$ cat config.mk
export PLATFORM = sky130hd
export DESIGN_NAME = bhw_window
export DESIGN_NICKNAME = d
export VERILOG_FILES = /design/src/bhw_window.v
export VERILOG_INCLUDE_DIRS = /design/src
export SDC_FILE = /design/constraint.sdc
export NUM_CORES = 1
export LEC_CHECK = 0
export BUFFER_PORTS_ARGS = -buffer_cell sky130_fd_sc_hd__buf_2
export CAP_MARGIN = 20
export CORE_MARGIN = 1
export CORE_UTILIZATION = 37
export CTS_BUF_LIST = sky130_fd_sc_hd__clkbuf_8
export CTS_CLUSTER_SIZE = 28
export DETAILED_ROUTE_END_ITERATION = 7
export PLACE_DENSITY_LB_ADDON = 0.1
export SETUP_SLACK_MARGIN = 0.2
export SLEW_MARGIN = 15
export SYNTH_ARGS = -nofsm -noshare
export SYNTH_HDL_FRONTEND = slang
export SYNTH_SLANG_ARGS = --single-unit
export TNS_END_PERCENT = 100
$ cat constraint.sdc
create_clock -name clk_sys_in -period 6.25 [get_ports clk_sys_in]
set_input_delay 1.25 -clock clk_sys_in [delete_from_list [all_inputs] [get_ports clk_sys_in]]
set_output_delay 1.25 -clock clk_sys_in [all_outputs]
set_load 0.01 [all_outputs]
$ cat src/bhw_map.vh
// bhw_map.vh: offsets, banks, field positions and reset values of the banked host register window.
// assumes: included by bhw_window.v only; offsets are byte offsets inside the sixteen-byte window.
`ifndef BHW_MAP_VH
`define BHW_MAP_VH

`define BHW_WIN_BYTES 16
`define BHW_OFF_BANK_SEL 4'hE

`define BHW_BANK_HOST 16'h0000
`define BHW_BANK_STATION 16'h0002
`define BHW_BANK_CORE 16'h0003
`define BHW_BANK_QUEUE 16'h0011

`define BHW_OFF_BASE_ADDR 4'h0
`define BHW_OFF_RX_WMARK 4'h4
`define BHW_OFF_FAULT 4'h6
`define BHW_OFF_BURST 4'h8
`define BHW_OFF_MAC_LO 4'h0
`define BHW_OFF_MAC_MID 4'h2
`define BHW_OFF_MAC_HI 4'h4
`define BHW_OFF_ICTRL 4'h0
`define BHW_OFF_BIST 4'h4
`define BHW_OFF_GRST 4'h6
`define BHW_OFF_SETUP 4'h8
`define BHW_OFF_Q_LEVEL 4'h0
`define BHW_OFF_Q_DATA_LO 4'h8
`define BHW_OFF_Q_DATA_HI 4'hA
`define BHW_WORD_Q_DATA 2'h2

`define BHW_FAULT_UNMAPPED 0
`define BHW_FAULT_OVERFLOW 1
`define BHW_GRST_FLUSH 0

`define BHW_RST_REG16 16'h0000
`define BHW_RST_BANK 16'h0000
`define BHW_BIST_PASS 16'h0000

`define BHW_FIFO_WIDTH 32
`define BHW_FIFO_DEPTH 16

`endif

$ cat src/bhw_window.v
// bhw_window.v: banked sixteen-byte host register window with a packet data FIFO toward the core.
// assumes: host strobes, address, lanes and data are asynchronous pins held stable across each strobe;
// the core drains packet words with valid/ready on clk_sys_in.
`timescale 1ns/1ps
`include "bhw_map.vh"

module bhw_fifo #(
  parameter WIDTH = `BHW_FIFO_WIDTH,
  parameter DEPTH = `BHW_FIFO_DEPTH,
  parameter AW = 4
) (
  input wire clk_sys_in,
  input wire rst_n_in,
  input wire flush_in,
  input wire in_valid_in,
  input wire [WIDTH-1:0] in_data_in,
  output wire in_ready_out,
  output reg out_valid_out,
  output reg [WIDTH-1:0] out_data_out,
  input wire out_ready_in,
  output wire [AW:0] level_out
);
  reg [WIDTH-1:0] mem [0:DEPTH-1];
  reg [AW-1:0] wr_ptr_r;
  reg [AW-1:0] rd_ptr_r;
  reg [AW:0] count_r;
  wire push;
  wire pop;

  // the output stage counts as one more slot, so level can reach DEPTH+1
  assign in_ready_out = (count_r != DEPTH[AW:0]);
  assign push = in_valid_in & in_ready_out;
  assign pop = (count_r != {(AW+1){1'b0}}) & (~out_valid_out | out_ready_in);
  assign level_out = count_r + {{AW{1'b0}}, out_valid_out};

  always @(posedge clk_sys_in) begin
    if (push) begin
      mem[wr_ptr_r] <= in_data_in;
    end
  end

  always @(posedge clk_sys_in or negedge rst_n_in) begin
    if (!rst_n_in) begin
      wr_ptr_r <= {AW{1'b0}};
      rd_ptr_r <= {AW{1'b0}};
      count_r <= {(AW+1){1'b0}};
      out_valid_out <= 1'b0;
      out_data_out <= {WIDTH{1'b0}};
    end else if (flush_in) begin
      wr_ptr_r <= {AW{1'b0}};
      rd_ptr_r <= {AW{1'b0}};
      count_r <= {(AW+1){1'b0}};
      out_valid_out <= 1'b0;
    end else begin
      if (push) begin
        wr_ptr_r <= (wr_ptr_r == DEPTH[AW-1:0] - 1'b1) ? {AW{1'b0}} : wr_ptr_r + 1'b1;
      end
      if (pop) begin
        rd_ptr_r <= (rd_ptr_r == DEPTH[AW-1:0] - 1'b1) ? {AW{1'b0}} : rd_ptr_r + 1'b1;
        out_data_out <= mem[rd_ptr_r];
        out_valid_out <= 1'b1;
      end else if (out_ready_in) begin
        out_valid_out <= 1'b0;
      end
      count_r <= count_r + {{AW{1'b0}}, push} - {{AW{1'b0}}, pop};
    end
  end
endmodule // bhw_fifo

module bhw_window #(
  parameter FIFO_WIDTH = `BHW_FIFO_WIDTH,
  parameter FIFO_DEPTH = `BHW_FIFO_DEPTH,
  parameter [15:0] BIST_RESULT = `BHW_BIST_PASS
) (
  input wire clk_sys_in,
  input wire rst_n_in,
  input wire cs_n_in,
  input wire rd_n_in,
  input wire wr_n_in,
  input wire [3:0] addr_in,
  input wire [3:0] byte_lane_enables_n_in,
  input wire [31:0] data_in,
  output reg [31:0] data_out,
  output reg data_oe_out,
  output reg host_ready_out,
  output wire pkt_valid_out,
  output wire [31:0] pkt_data_out,
  input wire pkt_ready_in,
  output reg [31:0] station_address_out,
  output reg [15:0] station_address_high_out,
  output reg [15:0] internal_bus_control_out,
  output reg [15:0] host_bus_setup_out
);
  // two-stage synchronisers; stage one feeds stage two only
  reg [45:0] sync1_r;
  reg [45:0] sync2_r;
  reg rd_prev_r;
  reg wr_prev_r;

  reg [15:0] bank_r;
  reg [15:0] base_addr_r;
  reg [15:0] rx_wmark_r;
  reg [15:0] fault_r;
  reg [15:0] burst_r;
  reg [15:0] mac_lo_r;
  reg [15:0] mac_mid_r;
  reg [15:0] mac_hi_r;
  reg [15:0] ictrl_r;
  reg [15:0] grst_r;
  reg [15:0] setup_r;

  wire cs_s = sync2_r[45];
  wire rd_s = sync2_r[44];
  wire wr_s = sync2_r[43];
  wire [3:0] a_s = sync2_r[42:39];
  wire [3:0] be_s = sync2_r[38:35];
  wire [31:0] d_s = sync2_r[34:3];
  wire rd_act = ~cs_s & ~rd_s;
  wire wr_act = ~cs_s & ~wr_s;
  wire rd_go = rd_act & ~rd_prev_r;
  wire wr_go = wr_act & ~wr_prev_r;

  // each 32-bit word is two 16-bit halves; half k owns lanes 2k and 2k+1
  wire [3:0] off0 = {a_s[3:2], 2'b00};
  wire [3:0] off1 = {a_s[3:2], 2'b10};
  wire [3:0] lane_on = ~be_s;

  wire fifo_in_ready;
  wire [4:0] fifo_level;
  wire push = wr_go & (bank_r == `BHW_BANK_QUEUE) & (a_s[3:2] == `BHW_WORD_Q_DATA) & (|lane_on);
  wire flush = grst_r[`BHW_GRST_FLUSH];
  wire [31:0] push_data = {{8{lane_on[3]}}, {8{lane_on[2]}}, {8{lane_on[1]}}, {8{lane_on[0]}}} & d_s;

  // which locations hold a register in the active bank
  function mapped;
    input [15:0] bk;
    input [3:0] off;
    begin
      mapped = 1'b0;
      if (off == `BHW_OFF_BANK_SEL) begin
        mapped = 1'b1;
      end else begin
        case (bk)
          `BHW_BANK_HOST: mapped = (off == `BHW_OFF_BASE_ADDR) | (off == `BHW_OFF_RX_WMARK) |
            (off == `BHW_OFF_FAULT) | (off == `BHW_OFF_BURST);
          `BHW_BANK_STATION: mapped = (off == `BHW_OFF_MAC_LO) | (off == `BHW_OFF_MAC_MID) |
            (off == `BHW_OFF_MAC_HI);
          `BHW_BANK_CORE: mapped = (off == `BHW_OFF_ICTRL) | (off == `BHW_OFF_BIST) |
            (off == `BHW_OFF_GRST) | (off == `BHW_OFF_SETUP);
          `BHW_BANK_QUEUE: mapped = (off == `BHW_OFF_Q_LEVEL) | (off == `BHW_OFF_Q_DATA_LO) |
            (off == `BHW_OFF_Q_DATA_HI);
          default: mapped = 1'b0;
        endcase
      end
    end
  endfunction

  // read value of one 16-bit location; anything unassigned reads zero
  function [15:0] rd_half;
    input [15:0] bk;
    input [3:0] off;
    begin
      rd_half = 16'h0000;
      if (off == `BHW_OFF_BANK_SEL) begin
        rd_half = bank_r;
      end else begin
        case (bk)
          `BHW_BANK_HOST: begin
            if (off == `BHW_OFF_BASE_ADDR) rd_half = base_addr_r;
            if (off == `BHW_OFF_RX_WMARK) rd_half = rx_wmark_r;
            if (off == `BHW_OFF_FAULT) rd_half = fault_r;
            if (off == `BHW_OFF_BURST) rd_half = burst_r;
          end
          `BHW_BANK_STATION: begin
            if (off == `BHW_OFF_MAC_LO) rd_half = mac_lo_r;
            if (off == `BHW_OFF_MAC_MID) rd_half = mac_mid_r;
            if (off == `BHW_OFF_MAC_HI) rd_half = mac_hi_r;
          end
          `BHW_BANK_CORE: begin
            if (off == `BHW_OFF_ICTRL) rd_half = ictrl_r;
            if (off == `BHW_OFF_BIST) rd_half = BIST_RESULT;
            if (off == `BHW_OFF_GRST) rd_half = grst_r;
            if (off == `BHW_OFF_SETUP) rd_half = setup_r;
          end
          `BHW_BANK_QUEUE: begin
            if (off == `BHW_OFF_Q_LEVEL) rd_half = {11'h000, fifo_level};
          end
          default: rd_half = 16'h0000;
        endcase
      end
    end
  endfunction

  // merge enabled lanes of a write into one register; every host width lands on the same bank/offset
  function [15:0] upd;
    input [15:0] old;
    input [15:0] bk;
    input [3:0] off;
    input any_bank;
    reg hit_bank;
    begin
      hit_bank = any_bank | (bank_r == bk);
      upd = old;
      if (wr_go & hit_bank & (off0 == off)) begin
        if (lane_on[0]) upd[7:0] = d_s[7:0];
        if (lane_on[1]) upd[15:8] = d_s[15:8];
      end
      if (wr_go & hit_bank & (off1 == off)) begin
        if (lane_on[2]) upd[7:0] = d_s[23:16];
        if (lane_on[3]) upd[15:8] = d_s[31:24];
      end
    end
  endfunction

  wire miss0 = (lane_on[0] | lane_on[1]) & ~mapped(bank_r, off0);
  wire miss1 = (lane_on[2] | lane_on[3]) & ~mapped(bank_r, off1);
  wire [15:0] fault_set;
  assign fault_set[`BHW_FAULT_UNMAPPED] = (wr_go | rd_go) & (miss0 | miss1);
  assign fault_set[`BHW_FAULT_OVERFLOW] = push & ~fifo_in_ready;
  assign fault_set[15:2] = 14'h0000;

  wire [15:0] rd0 = rd_half(bank_r, off0);
  wire [15:0] rd1 = rd_half(bank_r, off1);
  wire [31:0] rd_word = {{8{lane_on[3]}}, {8{lane_on[2]}}, {8{lane_on[1]}}, {8{lane_on[0]}}} & {rd1, rd0};

  always @(posedge clk_sys_in or negedge rst_n_in) begin
    if (!rst_n_in) begin
      // idle strobe and lane levels, so no false access edge follows reset
      sync1_r <= {3'b111, 4'h0, 4'hF, 32'h00000000, 3'b000};
      sync2_r <= {3'b111, 4'h0, 4'hF, 32'h00000000, 3'b000};
      rd_prev_r <= 1'b0;
      wr_prev_r <= 1'b0;
    end else begin
      sync1_r <= {cs_n_in, rd_n_in, wr_n_in, addr_in, byte_lane_enables_n_in, data_in, 3'b000};
      sync2_r <= sync1_r;
      rd_prev_r <= rd_act;
      wr_prev_r <= wr_act;
    end
  end

  always @(posedge clk_sys_in or negedge rst_n_in) begin
    if (!rst_n_in) begin
      bank_r <= `BHW_RST_BANK;
      base_addr_r <= `BHW_RST_REG16;
      rx_wmark_r <= `BHW_RST_REG16;
      fault_r <= `BHW_RST_REG16;
      burst_r <= `BHW_RST_REG16;
      mac_lo_r <= `BHW_RST_REG16;
      mac_mid_r <= `BHW_RST_REG16;
      mac_hi_r <= `BHW_RST_REG16;
      ictrl_r <= `BHW_RST_REG16;
      grst_r <= `BHW_RST_REG16;
      setup_r <= `BHW_RST_REG16;
    end else begin
      bank_r <= upd(bank_r, `BHW_RST_BANK, `BHW_OFF_BANK_SEL, 1'b1);
      base_addr_r <= upd(base_addr_r, `BHW_BANK_HOST, `BHW_OFF_BASE_ADDR, 1'b0);
      rx_wmark_r <= upd(rx_wmark_r, `BHW_BANK_HOST, `BHW_OFF_RX_WMARK, 1'b0);
      burst_r <= upd(burst_r, `BHW_BANK_HOST, `BHW_OFF_BURST, 1'b0);
      mac_lo_r <= upd(mac_lo_r, `BHW_BANK_STATION, `BHW_OFF_MAC_LO, 1'b0);
      mac_mid_r <= upd(mac_mid_r, `BHW_BANK_STATION, `BHW_OFF_MAC_MID, 1'b0);
      mac_hi_r <= upd(mac_hi_r, `BHW_BANK_STATION, `BHW_OFF_MAC_HI, 1'b0);
      ictrl_r <= upd(ictrl_r, `BHW_BANK_CORE, `BHW_OFF_ICTRL, 1'b0);
      grst_r <= upd(grst_r, `BHW_BANK_CORE, `BHW_OFF_GRST, 1'b0);
      setup_r <= upd(setup_r, `BHW_BANK_CORE, `BHW_OFF_SETUP, 1'b0);
      // sticky faults; a new fault in the clearing cycle still lands
      fault_r <= (fault_r & {16{~flush}}) | fault_set;
    end
  end

  // read data is captured once at the strobe edge, so a slow host sees a stable word
  always @(posedge clk_sys_in or negedge rst_n_in) begin
    if (!rst_n_in) begin
      data_out <= 32'h00000000;
      data_oe_out <= 1'b0;
      host_ready_out <= 1'b0;
      station_address_out <= 32'h00000000;
      station_address_high_out <= 16'h0000;
      internal_bus_control_out <= 16'h0000;
      host_bus_setup_out <= 16'h0000;
    end else begin
      if (rd_go) begin
        data_out <= rd_word;
      end
      data_oe_out <= rd_act;
      host_ready_out <= fifo_in_ready & ~flush;
      station_address_out <= {mac_mid_r, mac_lo_r};
      station_address_high_out <= mac_hi_r;
      internal_bus_control_out <= ictrl_r;
      host_bus_setup_out <= setup_r;
    end
  end

  // a full FIFO drops the word and flags overflow; the host has no wait line beyond host_ready_out
  bhw_fifo #(
    .WIDTH(FIFO_WIDTH),
    .DEPTH(FIFO_DEPTH),
    .AW(4)
  ) u_fifo (
    .clk_sys_in(clk_sys_in),
    .rst_n_in(rst_n_in),
    .flush_in(flush),
    .in_valid_in(push),
    .in_data_in(push_data),
    .in_ready_out(fifo_in_ready),
    .out_valid_out(pkt_valid_out),
    .out_data_out(pkt_data_out),
    .out_ready_in(pkt_ready_in),
    .level_out(fifo_level)
  );
endmodule // bhw_window

== Word level (Yosys, flattened, before mapping) ==
Memory sizes are Yosys's and may differ from the RTL's. A register that Yosys moved wholly into a read port is not among the register bits.
Index checks and enable logic that the tools add are counted.
Word-level totals
  bits in registers: 391
  bits in read-only memories: 0
  memories: 1
  input bits: 46
  bits in writable memories: 512
  bits in latches: 0
  output and inout port bits: 147
Cells by class
  multiply operators: 0
  muxes and demuxes: 57
  $lt $le $gt $ge: 0
  eq/ne operators: 9
  divide/modulo/power cells: 0
  shift operators: 0
  $add $sub $neg: 5
  bitwise logic cells: 56
  reductions and logical operators: 26
Memory list
  u_fifo.mem: words 16, bits a word 32, rd ports 1, clocked after memory_dff 1, wr ports 1, line bhw_window.v:23  | reg [WIDTH-1:0] mem [0:DEPTH-1];
Operators with widths (number)
  16-bit 2-to-1 mux: 24
  16-bit case mux with 4 select lines: 2
  8-bit 2-to-1 mux: 14
  32-bit bitwise AND: 2
  16-bit by 2-bit equality test with 1-bit output (second input constant): 2
  1-bit bitwise AND: 30
  2-bit AND reduction: 15
  4-bit 2-to-1 mux: 6
  16-bit bitwise AND: 1
  16-bit by 5-bit equality test with 1-bit output (second input constant): 1
  16-bit logical NOT: 1
  16-bit by 2-bit bitwise OR with 16-bit output: 1
  5-bit 2-to-1 mux: 3
  1-bit bitwise OR: 11
  5-bit by 1-bit adder with 5-bit output: 2
  1-bit NOT: 10
  4-bit by 1-bit adder with 4-bit output (second input constant): 2
  4-bit equality test (second input constant): 2
  4-bit logical NOT: 2
  1-bit 2-to-1 mux: 6
  1-bit case mux with 3 select lines: 2
  5-bit != test (second input constant): 1
  5-bit nonzero test: 1
  5-bit by 1-bit subtractor with 5-bit output: 1
  other kinds (9): 11

== Depth between registers and ports, before layout ==
  word-level depth: 10
  mapped depth: 15

== By module ==
A second synthesis with hierarchy kept.
Second synthesis, totals
  cell total of the unflattened synthesis: 1893
  area, all modules: 35157.5 sq um
By module, submodules not included
  bhw_fifo: area each 21390.5 sq um, cells each 974, times used 1
  bhw_window: area each 13767.0 sq um, cells each 919, times used 1

== Least setup slack after synthesis ==
No wires, ideal clock.
  kind: register to register
  start point: register bank_r[2]
  end point: memory u_fifo.mem[3][0] in the netlist's numbering (enable)
  cell stages (with the launch flop): 6
  data required time: 5.748 ns
  clock period less this slack: 5.130 ns
  data arrival time: 4.629 ns
  library setup time: 0.502 ns
  path buffers: 1
  path slack: 1.120 ns
  path through: dfrtp_1 > nor4_4 > nand4_2 > or3_1 > clkbuf_1 > nor4_1
Between the ends
  longest elaborated chain between the ends: 7
Ends and longest elaborated chain
  from (decl): line bhw_window.v:100  | reg [15:0] bank_r;
  from (signal assigned): line bhw_window.v:243  | bank_r <= `BHW_RST_BANK;
  from (signal assigned): line bhw_window.v:255  | bank_r <= upd(bank_r, `BHW_RST_BANK, `BHW_OFF_BANK_SEL, 1'b1);
  16-bit by 5-bit equality test with 1-bit output
  1-bit bitwise AND (3 in a row): line bhw_window.v:130  | wire push = wr_go & (bank_r == `BHW_BANK_QUEUE) & (a_s[3:2] == `BHW_WORD_Q_DATA) & (|lane_on);
  1-bit bitwise AND: line bhw_window.v:32  | assign push = in_valid_in & in_ready_out;
  1-bit 2-to-1 mux: line bhw_window.v:37  | if (push) begin
  1-bit 2-to-1 mux (implied by the code): line bhw_window.v:38  | mem[wr_ptr_r] <= in_data_in;
  to (decl): line bhw_window.v:23
No other way between the ends.

== Final worst setup path ==
  start point: register sync2_r[42]
  end point: memory u_fifo.mem[11][17] in the netlist's numbering (enable)
Between the ends
  longest elaborated chain between the ends: 6
Ends and longest elaborated chain
  from (decl): line bhw_window.v:96  | reg [45:0] sync2_r;
  from (signal assigned): line bhw_window.v:230  | sync2_r <= {3'b111, 4'h0, 4'hF, 32'h00000000, 3'b000};
  from (signal assigned): line bhw_window.v:235  | sync2_r <= sync1_r;
  2-bit equality test (no line)
  1-bit bitwise AND (2 in a row): line bhw_window.v:130
  1-bit bitwise AND: line bhw_window.v:32
  1-bit 2-to-1 mux: line bhw_window.v:37
  1-bit 2-to-1 mux (implied by the code): line bhw_window.v:38
No other way between the ends.

==> flow_summary.toml <==
[setup_path]
worstPathArrival_ns = 4.79
slowest_delay_ns = 0.81
crit_path_max_fanout = 39
critical-path-top-delay-family = "simple AND/OR/NAND/NOR gates"
crit_buf_inv = 4
end_kind = "register"
crit_top_cell = "buf_4"
cp_cell_sequence = "buf_4 -> nor2b_2 -> buf_4 -> nand4b_1 -> or3_1 -> inv_1 -> nand3b_1 -> nor2_4 -> buf_4"
worstSetupPathType = "register to register"
critPathLaunchType = "register"
slowest_stage = "nor2_4"
worstPathRequired_ns = 6.74

[sta]
tns_ns = 0
hold_viol = 0
tightest_slew_ns = 1.12
timing.fmax_ghz = 0.232
slew_viol_final = 0
fin_crit_sh = 0.688
finClkSkew_ns = 0.0316
relSlewSlack = 0.255
rsz0062_at_grt = "false"
whs_ns = 0.346
final.min_clock_period_ns = 4.30
setup_viol = 0
setup_ws_ns = 1.95

[synth]
postSynthAreaPerCell_um2 = 17.5
synth_area_um2 = 35600
synthAdderAreaFrac = 0.00583
synthXorXnorAreaFrac = 0.00221
synth_mux_area_frac = 0.148
synth-edff-count = 512
synth_flop_cell = "edfxtp_1"
synthTopCellsByCount = "edfxtp_1, dfrtp_1, mux2_2"
synth_top_family_by_area = "multiplexers"
yosys-top-cells-area = "edfxtp_1, dfrtp_1, mux4_2"
netlist_instances = 2031
yosys.area_share.simple = 0.0523
ys_ff_latch = 931
yosys_warnings = 0
yosys.cell_count.top_type = "edfxtp_1"
async_reset_ff_frac = 0.450
ys_seq_area_frac = 0.726
yosysTopAreaCell = "edfxtp_1"
synth_cell_types = 65
syn-num-nets = 2093
synth_compound_area_frac = 0.0499
yosysTopAreaCellShare = 0.431

[detailed_routing]
vias = 19100
post-route-drc-count = 0
via_per_inst = 5.14
drtIter0Drc = 1136
routed_wl_um = 90900
final_antenna_net_count = 0
wire_per_inst_um = 24.4
firstDrtPassIters = 5

[clocking]
post_cts_buffers = 0
cts.sinks = 931
cts_buffer_depth = 3
cts_tree = "built"
ctsRootBufferMaster = "clkbuf_8"
clk_latency_ns = 0.82
holdBufCountCts = 0
numCtsBuffers = 159
post_cts_resized = 0
path_clk_slew_ns = 0.06
ctsHtreeMaxLevel = 4

[placed_design]
io_buffers = 190
dp_slack_ns = 1.88
globalplace.congestion = 0.747
dp_hpwl_um = 53800

[pwr]
leakagePower_uw = 0.0170
total_power_uw = 15300
powerDensity_nw_per_um2 = 368
ir_worst_vdd_v = 0.000275

[floorplanning]
rows = 113
ios = 193
start_util = 0.375
dieArea_um2 = 97600
core_um2 = 95200
die_y_um = 312
fp.dieW_um = 312

[global_route]
overflow = 0
track_usage = 0.190
grt_max_degree = 136
antenna_found_initial = 3
grt_pass1_vias = 20500
grt_first_pass_wirelength_um = 136000

[run_status]
status = "complete, no violations"

[worst_hold_path]
hold_path_class = "register to register"

[layout]
utilization = 0.436
drive_gt1_frac = 0.335
layout.nets = 2389
fillCellCount = 8544
area_growth_pct = 16.4

[job]
max_cap_viol_count = 0
==> layout make-up <==
type                    instances  area (um^2)  area share
diodes                          2         5.00    0.000121
clock buffers                 180         2480      0.0597
clock inverters               108          688      0.0166
inverters                      17         63.8     0.00154
multi-input cells             973         9350       0.225
flip-flops and latches        931        25900       0.624
well taps                    1265         1580      0.0382
repair buffers                245         1420      0.0341
==> placed cells by master, fill, tap and decap left out, types with 18 or more instances in the layout <==
cell | synthesis | layout
a32oi_1 | 19 | 19
clkinv_1 | 0 | 20
nor2b_1 | 85 | 74
nand2_1 | 76 | 75
dfrtp_1 | 405 | 401
buf_2 | 33 | 189
inv_1 | 17 | 69
o221ai_1 | 18 | 18
a21oi_1 | 33 | 33
clkbuf_8 | 0 | 180
buf_4 | 3 | 51
o21ai_0 | 45 | 45
nor2_1 | 22 | 18
mux4_2 | 96 | 96
mux2_2 | 191 | 191
a221oi_1 | 18 | 18
edfxtp_1 | 512 | 512
nand3_1 | 36 | 36
o22ai_1 | 32 | 32
mux2i_1 | 97 | 97
==> registers in the layout (all words and copies together), names as in the netlist, 5 cells and up <==
register,count
bank_r,16
base_addr_r,16
burst_r,16
data_out,32
fault_r,16
grst_r,16
host_bus_setup_out,16
ictrl_r,16
internal_bus_control_out,16
mac_hi_r,16
mac_lo_r,16
mac_mid_r,16
rx_wmark_r,16
setup_r,16
station_address_high_out,16
station_address_out,32
sync1_r,41
sync2_r,41
u_fifo.count_r,5
u_fifo.mem,512
u_fifo.out_data_out,32
==> kinds of logic after synthesis <==
kind of cell | count (synthesis)
muxes | 384
buffers and inverters | 127
DFF | 931
xor gates and xnor gates | 9
AOI/OAI and AO/OA | 254
adders and majority gates | 16
and+or+nand+nor | 310
==> layer usage <==
metal	wire length (um)	global-route usage	vias up
met4	2090	0.0614	0
met3	3600	0.0359	153
li1	-	-	8484
met2	44400	0.309	445
met1	40800	0.257	10000
met5	0	0	-
==> power breakdown <==
part | switching [uW] | internal, uW
Combinational | 1450 | 1260
Sequential | 424 | 6730
Clock | 2500 | 2910
Total | 4380 | 10900
==> worst register-to-register path, delay by kind of cell, from the launching register on <==
kind,cells,cell delay (ns)
simple gates,5,2.21
buf+inv,4,1.46
flops,1,0.32
==> worst paths after layout <==
path	from	to	slack (ns)	cells after the start
min in group asynchronous	rst_n_in	data_out[26]	0.51	1
min reg2reg	sync1_r[4]	sync2_r[4]	0.35	0
max reg2reg	sync2_r[42]	u_fifo.mem[11][17]	1.95	9
max in group asynchronous	rst_n_in	u_fifo.rd_ptr_r[0]	4.29	2
min	sync1_r[4]	sync2_r[4]	0.35	0
max	sync2_r[42]	u_fifo.mem[11][17]	1.95	9
==> stage by stage <==
stage / area (um^2) / cells
detailed placement: 38200 / 3428
finish: 41500 / 3721
floorplan: 35600 / 2031
CTS: 41400 / 3716
global route: 41500 / 3720
global placement: 38200 / 3425
Note: power is estimated with default switching activity, not from simulation.
